## src/rtl/tcs_pkg.sv

```systemverilog
`default_nettype none
package tcs_pkg;

  // ******************************************************
  // Geometry
  // ******************************************************
  localparam int CH_NUM = 4;
  localparam int CNT_W  = 24;
  localparam int PRE_W  = 8;
  localparam int ADDR_W = 10;

  // ******************************************************
  // Byte offsets and register word indexes on the register bus
  // ******************************************************
  localparam logic [9:0] TIMER_PAIR_A_BASE = 10'h000;
  localparam logic [9:0] TIMER_PAIR_B_BASE = 10'h100;
  localparam logic [9:0] CH_FIRST_OFS      = 10'h000;
  localparam logic [9:0] CH_SECOND_OFS     = 10'h020;
  localparam logic [1:0] CTRL_IDX          = 2'h0;
  localparam logic [1:0] CMP_IDX           = 2'h1;
  localparam logic [1:0] DATA_IDX          = 2'h3;
  localparam logic [9:0] IRQ_STATUS_OFS    = 10'h200;
  localparam logic [9:0] IRQ_MASK_OFS      = 10'h204;

  // ******************************************************
  // Control and status field positions
  // ******************************************************
  localparam int COUNT_ENABLE_BIT   = 30;
  localparam int IRQ_ENABLE_BIT     = 29;
  localparam int MODE_HI_BIT        = 28;
  localparam int MODE_LO_BIT        = 27;
  localparam int CLEAR_BIT          = 26;
  localparam int ACTIVE_BIT         = 25;
  localparam int EVENT_SEL_BIT      = 24;
  localparam int SNAPSHOT_BIT       = 16;
  localparam int DIVIDE_HI_BIT      = 7;

  // ******************************************************
  // Reset values and mode codes
  // ******************************************************
  localparam logic [31:0] CTRL_RESET    = 32'h0000_0005;
  localparam logic [1:0]  MODE_ONE_SHOT = 2'h0;
  localparam logic [1:0]  MODE_PERIODIC = 2'h1;
  localparam logic [1:0]  MODE_TOGGLE   = 2'h2;
  localparam logic [1:0]  MODE_AUTO     = 2'h3;

endpackage : tcs_pkg
`default_nettype wire

```

## src/rtl/tcs_timer_control_status.sv

```systemverilog
// Chosen here: the Avalon-MM register port.
`default_nettype none
module tcs_timer_control_status (
  // Clock, reset, freeze
  input  wire logic                       clk,
  input  wire logic                       rst_n,
  input  wire logic                       ce,
  // Avalon-MM slave
  input  wire logic [tcs_pkg::ADDR_W-1:0] address,
  input  wire logic                       read,
  input  wire logic                       write,
  input  wire logic [31:0]                writedata,
  input  wire logic [3:0]                 byteenable,
  output logic      [31:0]                readdata,
  output logic                            waitrequest,
  // Channel outputs
  output logic      [tcs_pkg::CH_NUM-1:0] toggle_out,
  output logic                            irq
);

  // ******************************************************
  // Bus decode
  // ******************************************************
  logic [tcs_pkg::CH_NUM-1:0] count_enable;
  logic [tcs_pkg::CH_NUM-1:0] match_irq_enable;
  logic [1:0]                 mode [tcs_pkg::CH_NUM];
  logic [tcs_pkg::CH_NUM-1:0] event_count_select;
  logic [tcs_pkg::CH_NUM-1:0] data_snapshot_enable;
  logic [7:0]                 clock_divide_value [tcs_pkg::CH_NUM];
  logic [23:0]                compare_value_register [tcs_pkg::CH_NUM];
  logic [23:0]                live_count_register [tcs_pkg::CH_NUM];
  logic [23:0]                count_reg [tcs_pkg::CH_NUM];
  logic [tcs_pkg::CH_NUM-1:0] irq_status_reg;
  logic [tcs_pkg::CH_NUM-1:0] irq_mask_reg;
  logic [tcs_pkg::CH_NUM-1:0] match_event;
  logic                       wr_go;
  logic [31:0]                rd_next;

  // Channel register hit: pair by bit 8, channel by bit 5
  function automatic logic ch_hit(
    input logic [tcs_pkg::ADDR_W-1:0] a,
    input int                         ch,
    input logic [1:0]                 idx
  );
    logic [9:0] base;
    base = ch[1] ? tcs_pkg::TIMER_PAIR_B_BASE
                 : tcs_pkg::TIMER_PAIR_A_BASE;
    base = base | (ch[0] ? tcs_pkg::CH_SECOND_OFS
                         : tcs_pkg::CH_FIRST_OFS);
    return a == (base | {6'h00, idx, 2'h0});
  endfunction : ch_hit

  // Byte lanes expanded to a bit mask
  function automatic logic [31:0] lane_mask(input logic [3:0] be);
    return {{8{be[3]}}, {8{be[2]}}, {8{be[1]}}, {8{be[0]}}};
  endfunction : lane_mask

  // A write takes effect at the edge where waitrequest is seen low
  assign wr_go = write && !waitrequest;

  // ******************************************************
  // Per-channel timers
  // ******************************************************
  genvar gi;
  generate
    for (gi = 0; gi < tcs_pkg::CH_NUM; gi++) begin : g_ch
      logic        wr_ctrl;
      logic        wr_cmp;
      logic        clear_go;
      logic        tick;
      logic        match;
      logic [7:0]  clock_divide_value_reg;
      logic [23:0] count_inc;
      logic [31:0] wmask;

      assign wmask     = lane_mask(byteenable);
      assign wr_ctrl   = wr_go && ch_hit(address, gi, tcs_pkg::CTRL_IDX);
      assign wr_cmp    = wr_go && ch_hit(address, gi, tcs_pkg::CMP_IDX);
      // Clear is a pulse, never stored, so it always reads zero
      assign clear_go  = wr_ctrl && byteenable[3] &&
                         writedata[tcs_pkg::CLEAR_BIT];
      assign tick      = count_enable[gi] &&
                         (clock_divide_value_reg == clock_divide_value[gi]);
      assign count_inc = count_reg[gi] + 24'h00_0001;
      assign match     = tick &&
                         (count_inc == compare_value_register[gi]);
      assign match_event[gi] = match && match_irq_enable[gi];

      // Control fields; bus write wins over the hardware stop
      always_ff @(posedge clk or negedge rst_n) begin
        if (!rst_n) begin
          count_enable[gi]         <= tcs_pkg::CTRL_RESET[30];
          match_irq_enable[gi]     <= tcs_pkg::CTRL_RESET[29];
          mode[gi]                 <= tcs_pkg::CTRL_RESET[28:27];
          event_count_select[gi]   <= tcs_pkg::CTRL_RESET[24];
          data_snapshot_enable[gi] <= tcs_pkg::CTRL_RESET[16];
          clock_divide_value[gi]   <= tcs_pkg::CTRL_RESET[7:0];
        end else if (ce) begin
          if (wr_ctrl && byteenable[3]) begin
            count_enable[gi] <= writedata[tcs_pkg::COUNT_ENABLE_BIT] &&
                                !clear_go;
            match_irq_enable[gi] <= writedata[tcs_pkg::IRQ_ENABLE_BIT];
            mode[gi] <= writedata[tcs_pkg::MODE_HI_BIT:
                                  tcs_pkg::MODE_LO_BIT];
            event_count_select[gi] <= writedata[tcs_pkg::EVENT_SEL_BIT];
          end else if (match && mode[gi] == tcs_pkg::MODE_ONE_SHOT) begin
            count_enable[gi] <= 1'b0;
          end
          // Active and reserved bits have no storage
          if (wr_ctrl && byteenable[2]) begin
            data_snapshot_enable[gi] <= writedata[tcs_pkg::SNAPSHOT_BIT];
          end
          if (wr_ctrl && byteenable[0]) begin
            clock_divide_value[gi] <=
              writedata[tcs_pkg::DIVIDE_HI_BIT:0];
          end
        end
      end

      // Compare value
      always_ff @(posedge clk or negedge rst_n) begin
        if (!rst_n) begin
          compare_value_register[gi] <= 24'h00_0000;
        end else if (ce && wr_cmp) begin
          compare_value_register[gi] <=
            (compare_value_register[gi] & ~wmask[23:0]) |
            (writedata[23:0] & wmask[23:0]);
        end
      end

      // Prescaler: holds its phase while suspended
      always_ff @(posedge clk or negedge rst_n) begin
        if (!rst_n) begin
          clock_divide_value_reg <= 8'h00;
        end else if (ce) begin
          if (clear_go || tick) begin
            clock_divide_value_reg <= 8'h00;
          end else if (count_enable[gi]) begin
            clock_divide_value_reg <= clock_divide_value_reg + 8'h01;
          end
        end
      end

      // Up-timer: no tick while disabled, so the count is kept
      always_ff @(posedge clk or negedge rst_n) begin
        if (!rst_n) begin
          count_reg[gi] <= 24'h00_0000;
        end else if (ce) begin
          if (clear_go) begin
            count_reg[gi] <= 24'h00_0000;
          end else if (match && mode[gi] != tcs_pkg::MODE_AUTO) begin
            count_reg[gi] <= 24'h00_0000;
          end else if (tick) begin
            count_reg[gi] <= count_inc;
          end
        end
      end

      // Square wave: one half period per match
      always_ff @(posedge clk or negedge rst_n) begin
        if (!rst_n) begin
          toggle_out[gi] <= 1'b0;
        end else if (ce && match && mode[gi] == tcs_pkg::MODE_TOGGLE) begin
          toggle_out[gi] <= !toggle_out[gi];
        end
      end

      // Data register follows the count only while enabled
      always_ff @(posedge clk or negedge rst_n) begin
        if (!rst_n) begin
          live_count_register[gi] <= 24'h00_0000;
        end else if (ce && data_snapshot_enable[gi]) begin
          live_count_register[gi] <= count_reg[gi];
        end
      end
    end
  endgenerate

  // ******************************************************
  // Interrupt status and mask
  // ******************************************************
  always_ff @(posedge clk or negedge rst_n) begin
    if (!rst_n) begin
      irq_status_reg <= '0;
    end else if (ce) begin
      // A new match wins over a write-one-to-clear
      if (wr_go && address == tcs_pkg::IRQ_STATUS_OFS && byteenable[0]) begin
        irq_status_reg <= match_event |
          (irq_status_reg & ~writedata[tcs_pkg::CH_NUM-1:0]);
      end else begin
        irq_status_reg <= irq_status_reg | match_event;
      end
    end
  end

  always_ff @(posedge clk or negedge rst_n) begin
    if (!rst_n) begin
      irq_mask_reg <= '0;
    end else if (ce && wr_go && address == tcs_pkg::IRQ_MASK_OFS &&
                 byteenable[0]) begin
      irq_mask_reg <= writedata[tcs_pkg::CH_NUM-1:0];
    end
  end

  always_ff @(posedge clk or negedge rst_n) begin
    if (!rst_n) begin
      irq <= 1'b0;
    end else if (ce) begin
      irq <= |(irq_status_reg & irq_mask_reg);
    end
  end

  // ******************************************************
  // Read path and wait states
  // ******************************************************
  always_comb begin
    rd_next = 32'h0000_0000;
    for (int i = 0; i < tcs_pkg::CH_NUM; i++) begin
      if (ch_hit(address, i, tcs_pkg::CTRL_IDX)) begin
        rd_next[tcs_pkg::COUNT_ENABLE_BIT] = count_enable[i];
        rd_next[tcs_pkg::IRQ_ENABLE_BIT]   = match_irq_enable[i];
        rd_next[tcs_pkg::MODE_HI_BIT:tcs_pkg::MODE_LO_BIT] = mode[i];
        rd_next[tcs_pkg::ACTIVE_BIT]       = count_enable[i];
        rd_next[tcs_pkg::EVENT_SEL_BIT]    = event_count_select[i];
        rd_next[tcs_pkg::SNAPSHOT_BIT]     = data_snapshot_enable[i];
        rd_next[tcs_pkg::DIVIDE_HI_BIT:0]  = clock_divide_value[i];
      end
      if (ch_hit(address, i, tcs_pkg::CMP_IDX)) begin
        rd_next[23:0] = compare_value_register[i];
      end
      if (ch_hit(address, i, tcs_pkg::DATA_IDX)) begin
        rd_next[23:0] = live_count_register[i];
      end
    end
    if (address == tcs_pkg::IRQ_STATUS_OFS) begin
      rd_next[tcs_pkg::CH_NUM-1:0] = irq_status_reg;
    end
    if (address == tcs_pkg::IRQ_MASK_OFS) begin
      rd_next[tcs_pkg::CH_NUM-1:0] = irq_mask_reg;
    end
  end

  // One wait state per access; a release cycle follows each answer
  always_ff @(posedge clk or negedge rst_n) begin
    if (!rst_n) begin
      waitrequest <= 1'b1;
      readdata    <= 32'h0000_0000;
    end else if (ce) begin
      if ((read || write) && waitrequest) begin
        waitrequest <= 1'b0;
        readdata    <= rd_next;
      end else begin
        waitrequest <= 1'b1;
      end
    end
  end

endmodule : tcs_timer_control_status
`default_nettype wire

```

## config.mk

```make
export PLATFORM = sky130hd
export DESIGN_NAME = tcs_timer_control_status
export DESIGN_NICKNAME = d
export VERILOG_FILES = /design/src/rtl/tcs_pkg.sv /design/src/rtl/tcs_timer_control_status.sv
export SDC_FILE = /design/constraint.sdc
export NUM_CORES = 1
export LEC_CHECK = 0
export ABC_CLOCK_PERIOD_IN_PS = 8800
export BUFFER_PORTS_ARGS = -buffer_cell sky130_fd_sc_hd__buf_2
export CAP_MARGIN = 20
export CORE_ASPECT_RATIO = 1.4
export CORE_MARGIN = 10
export CORE_UTILIZATION = 45
export CTS_CLUSTER_DIAMETER = 60
export DETAILED_ROUTE_END_ITERATION = 6
export MAX_ROUTING_LAYER = met4
export PLACE_DENSITY = 0.68
export SLEW_MARGIN = 40
export SYNTH_ARGS = -nofsm -noshare
export SYNTH_HDL_FRONTEND = slang
export SYNTH_SLANG_ARGS = --single-unit
export TNS_END_PERCENT = 20
```

## constraint.sdc

```tcl
create_clock -name clk -period 8.8 [get_ports clk]
set_clock_uncertainty 0.1 [all_clocks]
set_input_delay 0.88 -clock clk [delete_from_list [all_inputs] [get_ports clk]]
set_output_delay 0.88 -clock clk [all_outputs]
set_load 0.02 [all_outputs]
```

==> results of run 1 <==
cells in the mapped netlist, types with 10 or more instances:
cell        n
and3_1     67
nand3_1   129
nor2b_1    12
and4_1     19
a21oi_1    91
a31oi_1    29
a22oi_1    38
buf_1      16
a222oi_1   21
o41ai_1    10
o211ai_1   29
mux2i_1    15
nor3_1     47
nor2_1    111
nand2b_1   12
a21o_1     12
o21ai_0   146
xnor2_1    99
inv_1      31
nand4b_1   11
mux2_2    238
clkbuf_1  144
nand4_1    89
xor2_1     62
dfrtp_1   410
or3_1      45
nor4_1     51
buf_2      16
and2_1     16
nor4b_1    10
a221oi_1   15
o31ai_1    18
o221ai_1   16
or4_1      19
nand2_1   271
logic make-up (layout without fill, tap and decap cells):
family / after synthesis / after routing / synth area share
adder cells (fa/ha/maj): 8 / 8 / 0.004110
AO/OA/AOI/OAI: 529 / 529 / 0.1460
AND/OR/NAND/NOR: 961 / 961 / 0.2099
multiplexers: 253 / 253 / 0.1162
flip-flops: 419 / 419 / 0.4310
other: 1 / 9 / 0.0001540
buffers and inverters: 214 / 239 / 0.03478
XOR/XNOR: 161 / 161 / 0.05790
per-layer routing:
layer | wire length (um) | global-route usage | up-vias
li1 | - | - | 9512
met1 | 32090 | 0.3027 | 10790
met2 | 44720 | 0.4748 | 876
met3 | 5273 | 0.03866 | 210
met4 | 4498 | 0.1384 | 0
met5 | 0 | - | -
path summary, 6_finish.rpt:
| kind | start | end | slack [ns] | cells past startpoint |
|---|---|---|---|---|
| setup / recovery | count_reg[75] | count_reg[86] | 4.15 | 8 |
| hold / removal | rst_n | g_ch[0].clock_divide_value_reg[2] | 0.12 | 1 |
| setup reg to reg | count_reg[75] | count_reg[86] | 4.15 | 8 |
| hold reg to reg | toggle_out[3] | toggle_out[3] | 0.36 | 1 |
| max in group asynchronous | rst_n | count_reg[43] | 7.02 | 3 |
| min in group clk | toggle_out[3] | toggle_out[3] | 0.36 | 1 |
power by group through the flow:
| stage | Sequential, mW | Clock [mW] | Combinational, mW |
|---|---|---|---|
| 3_5_place_dp | 2.06 | 0 | 0.386 |
| 6_report | 2.02 | 1.98 | 0.389 |
| 2_1_floorplan | 2.06 | 0 | 0.210 |
| 4_1_cts | 2.02 | 2.00 | 0.387 |
| 5_1_grt | 2.03 | 2.07 | 0.427 |
| 3_3_place_gp | 2.05 | 0 | 0.375 |
final cells by class:
class | count | area [um2] | share of cell area
clock buffers | 66 | 1348 | 0.05006
clock inverters | 18 | 168.9 | 0.006275
flip-flops and latches | 419 | 10500 | 0.3899
repair buffers | 123 | 783.3 | 0.02910
inverters | 32 | 120.1 | 0.004462
multi-input cells | 1914 | 13090 | 0.4864
diodes | 7 | 17.52 | 0.0006507
well taps | 714 | 893.4 | 0.03319
==> summary.txt, run 1 <==
Status
  – Status: finished clean

Setup path
  – Critical Path End Type: flop
  – Critical path's top delay family: simple AND/OR/NAND/NOR gates
  – Critical-path cell list: nand4_1 -> nor4_1 -> nand4_1 -> xnor2_1 -> or4_1 -> or4_4 -> o21ai_4 -> o221ai_1
  – CP max FO: 16
  – Crit path launch type: flop
  – CP Data Required Time: between 9 and 10 ns
  – Largest stage delay on the critical path: 0.84 ns
  – Crit-path slowest cell: nor4_1
  – Setup CP Type: flop to flop
  – Critical Path AT: 4.98 ns
  – Crit path buf inv count: 0
  – CP most frequent cell: nand4_1

Synth
  – Netlist cell types: 91
  – Synth Instances: 2546
  – Synth Area per Inst: about 9.6 um2
  – Sequential area share after synthesis: 0.4310
  – Async set-reset flop share out of synthesis: 1.000
  – Mapped Area: 0.02435 mm2
  – Ranking of synthesized cells by area: dfrtp_1, mux2_2, nand2_1
  – Yosys reg bits: approximately 420
  – YS warnings: 0
  – EDFF count, synth: 0
  – Leading area contributor after synthesis: dfrtp_1
  – Primary FF master, synth: dfrtp_1
  – Yosys top cell area share: 0.4213

Power and ir drop
  – Leak Pwr: around 12 nW
  – Total Power: about 4.4 mW
  – Peak supply drop: ~0.16 mV
  – P per Cell Area: ~160 mW/mm2
  – Pint: 3.221 mW
  – Switching fraction of total power: 0.2664
  – Switching power: 1.170 mW
  – Reg power frac: 0.461
  – Comb power frac: 0.089
  – Clk pwr share: 0.451

Placement
  – GP Congestion: between 1 and 1.5
  – Hpwl dp: ~64000 um
  – DP Worst Slack: approximately 4.3 ns
  – Area after DPL: 0.02535 mm2
  – Port bufs: 84
  – Placed cell count: roughly 3200

Clocking
  – CTS resizes: 0
  – Clock-pin slew on the worst setup and hold paths: roughly 0.060 ns
  – CTS tree: yes
  – Number of buffers created by CTS: 46
  – Clock Path Buffers: 3
  – Postcts setup bufs: 0
  – Worst-Skew Late Latency: about 0.6 ns
  – Clk sinks: 419
  – Clock root buffer: clkbuf_16
  – Post-CTS Hold Buffers: 0
  – CTS H-tree depth: 2

Die
  – Die area: between 0.06 and 0.07 mm2
  – Row cnt: 100
  – Die height: between 200 and 300 um
  – Initial core utilization: 0.4558
  – I/O pins: between 80 and 90
  – DIE WIDTH: between 200 and 250 um
  – Core area: 0.05343 mm2

Timing
  – Final setup viols: 0
  – Fin Hold WS: 0.1223 ns
  – Final Hold Viols: 0
  – Fmax: roughly 0.21 GHz
  – Fin Setup TNS: 0 ns
  – Worst slew pin tran: about 0.84 ns
  – Final period utilization: 0.5286
  – Final min period: between 4 and 5 ns
  – Worst rel slew slack: 0.4354
  – RSZ-0062 raised after global routing: no
  – Max-slew violations: 0
  – PnR worst setup slack: around 4.1 ns

Drt
  – Vias: around 21000
  – DRT iter0 DRCs: ~1900
  – Drt pass-1 iters: 6
  – Post-route ant nets: 0
  – Post-route DRC: 0
  – Via density: ~6.5
  – Drt wl/cell: about 26 um
  – Final wirelength: between 80000 and 90000 um

Final layout
  – Area growth syn-to-layout: 10.54%
  – Commonest non-fill, non-tap cell in the layout: dfrtp_1
  – Commonest non-fill, non-tap cells in the layout: dfrtp_1, nand2_1, mux2_2
  – Layout Cells excl Fill: 3293
  – Final core utilization: 0.5039
  – Fillers: 4951
  – Post-Layout Inst Area: 0.02692 mm2
  – Nets: about 2600
  – Share of layout cells above drive strength 1: 0.1928

GRT
  – Largest net degree at the start of global routing: ~150
  – Total track usage: 0.2736
  – Global-route wire length before repair: around 130000 um
  – Vias in the first global route: 21020
  – Initial antenna violation count: 9
  – Gr ovfl total: 0

Min path
  – Hold Crit Class: input pin to async pin

Run
  – MaxCap Viol Count: 0
Power figures use the tool's default switching activity.
==> inputs of run 2 (changes only) <==
--- a/config.mk
+++ b/config.mk
@@ -5,7 +5,7 @@
 export SDC_FILE = /design/constraint.sdc
 export NUM_CORES = 1
 export LEC_CHECK = 0
-export ABC_CLOCK_PERIOD_IN_PS = 8800
+export ABC_CLOCK_PERIOD_IN_PS = 4650
 export BUFFER_PORTS_ARGS = -buffer_cell sky130_fd_sc_hd__buf_2
 export CAP_MARGIN = 20
 export CORE_ASPECT_RATIO = 1.4
==> constraint.sdc (replaced) <==
create_clock -name clk -period 4.65 [get_ports clk]
set_clock_uncertainty 0.1 [all_clocks]
set_input_delay 0.465 -clock clk [delete_from_list [all_inputs] [get_ports clk]]
set_output_delay 0.465 -clock clk [all_outputs]
set_load 0.02 [all_outputs]
==> run 2 against run 1 <==
  * Global-route usage increased by 0.43 points
  * Combinational power increased by 94%
  * Critical endpoint is now count_reg[77]
  * Cell count increased by 1.1%
  * The run now ends with design-rule violations left
  * Critical path type unchanged
==> summary.txt, run 2 (same netlist as run 1, synthesis figures left out) <==
Drt
  – Drt wl/cell: approximately 27 um
  – Post-route ant nets: 0
  – Vias: between 20000 and 25000
  – DRT iter0 DRCs: between 1500 and 2000
  – Drt pass-1 iters: 7
  – Post-route DRC: 1
  – Final wirelength: 88390 um
  – Via density: between 6 and 7

Die
  – Core area: approximately 0.053 mm2
  – I/O pins: about 90
  – Die height: slightly below 300 um
  – DIE WIDTH: around 220 um
  – Row cnt: 100
  – Initial core utilization: 0.4558
  – Die area: 0.06396 mm2

GRT
  – Total track usage: 0.2779
  – Gr ovfl total: 0
  – Global-route wire length before repair: about 130000 um
  – Vias in the first global route: roughly 21000
  – Initial antenna violation count: 5
  – Largest net degree at the start of global routing: 112

Setup path
  – Critical Path End Type: flop
  – CP max FO: 13
  – Worst-case reg-to-reg path depth: 10
  – Setup CP Type: flop to flop
  – Crit path launch type: flop
  – Critical Path AT: around 4.5 ns
  – CP Data Required Time: around 5 ns

Clocking
  – Clock root buffer: clkbuf_16
  – Number of buffers created by CTS: 45
  – Clock Path Buffers: 3
  – Clock-pin slew on the worst setup and hold paths: ~0.06 ns
  – CTS H-tree depth: 2
  – CTS tree: yes
  – Clk sinks: ~420
  – Postcts setup bufs: 0
  – Worst-Skew Late Latency: around 0.59 ns

Min path
  – WHS Path Cells: 2
  – Hold Crit Class: input pin to flop

Timing
  – Fmax: 0.2394 GHz
  – PnR worst setup slack: 0.4721 ns
  – Final period utilization: 0.8985
  – Worst slew pin tran: around 0.84 ns
  – RSZ-0062 raised after global routing: no
  – Final setup viols: 0
  – Final min period: roughly 4.2 ns
  – Max-slew violations: 0
  – Final Hold Viols: 0
  – Worst rel slew slack: 0.4333
  – Fin Setup TNS: 0 ns

Placement
  – DP Worst Slack: roughly 0.5 ns
  – Hpwl dp: 65860 um
  – GP Congestion: 1.014
  – Port bufs: 84

Status
  – Failing checks: design-rule violations
  – Status: complete, but fails checks

Power and ir drop
  – Peak supply drop: 0.4442 mV
  – P per Cell Area: 311.2 mW/mm2
  – Leak Pwr: 12.22 nW

Final layout
  – Share of layout cells above drive strength 1: 0.2028
  – Area growth syn-to-layout: 11.96%
  – Nets: 2636
  – Commonest non-fill, non-tap cells in the layout: dfrtp_1, nand2_1, mux2_2
  – Fillers: approximately 4900
  – Commonest non-fill, non-tap cell in the layout: dfrtp_1

Run
  – MaxCap Viol Count: 0
-- run 2: what timing repair did --
item / CTS / global route
setup endpoints to repair: 0 / 0
hold buffers: 1 / 0
resized for setup: 0 / 0
endpoints found under the hold margin: 91 / 0
-- run 2: layout make-up --
cell class / count / area, um2 / share of cell area
inverter: 32 / 120.1 / 0.004405
multi-input combinational: 1914 / 13050 / 0.4785
tap: 714 / 893.4 / 0.03277
clock buffer: 61 / 1276 / 0.04681
clock inverter: 22 / 301.5 / 0.01106
sequential: 419 / 10500 / 0.3850
timing repair buffer: 165 / 1124 / 0.04121
antenna: 3 / 7.507 / 0.0002753
-- run 2: worst max-delay path, stage by stage, from the launching register on --
cell,delay (ns)
dfrtp_1,0.55
nand4_1,0.43
nor4_1,0.62
buf_4,0.23
nand4_1,0.17
xnor2_1,0.22
or4_1,0.52
or4_4,0.55
o21ai_4,0.34
buf_12,0.19
o311ai_0,0.11
-- run 2: through the flow --
stage | utilization | cells | cell area [um2] | hold WS, ns | power (mW)
finish | 0.5103 | 3330 | 27260 | 0.06275 | 8.486
global route | 0.5103 | 3330 | 27260 | 0.06003 | 8.753
CTS | 0.5097 | 3326 | 27230 | 0.04489 | 8.528
detailed placement | 0.4800 | 3242 | 25640 | 0.3540 | 4.641
global placement | 0.4797 | 3242 | 25630 | 0.3553 | 4.618
floorplan | - | 2547 | 24360 | 0.06941 | 4.288
-- run 2: power by group --
part	internal [mW]	switching, mW
logic	0.240	0.513
clock network	2.32	1.59
registers	3.73	0.102
total	6.28	2.20
-- run 2: metal layers --
metal | up-vias | global-route usage | part of all wire
met1 | 10850 | 0.3106 | 0.37
li1 | 9577 | - | -
met5 | - | - | 0
met2 | 913 | 0.4866 | 0.51
met4 | 0 | 0.1357 | 0.056
met3 | 238 | 0.03150 | 0.057
-- run 2: final timing paths --
path,slack [ns],to,from
worst max-delay path,0.47,count_reg[77],count_reg[74]
worst min-delay path,0.06,event_count_select[3],writedata[24]
worst max register to register,0.47,count_reg[77],count_reg[74]
worst min register to register,0.36,toggle_out[3],toggle_out[3]
max in group asynchronous,2.90,async pin,rst_n
min in group asynchronous,0.27,live_count_register[73],rst_n
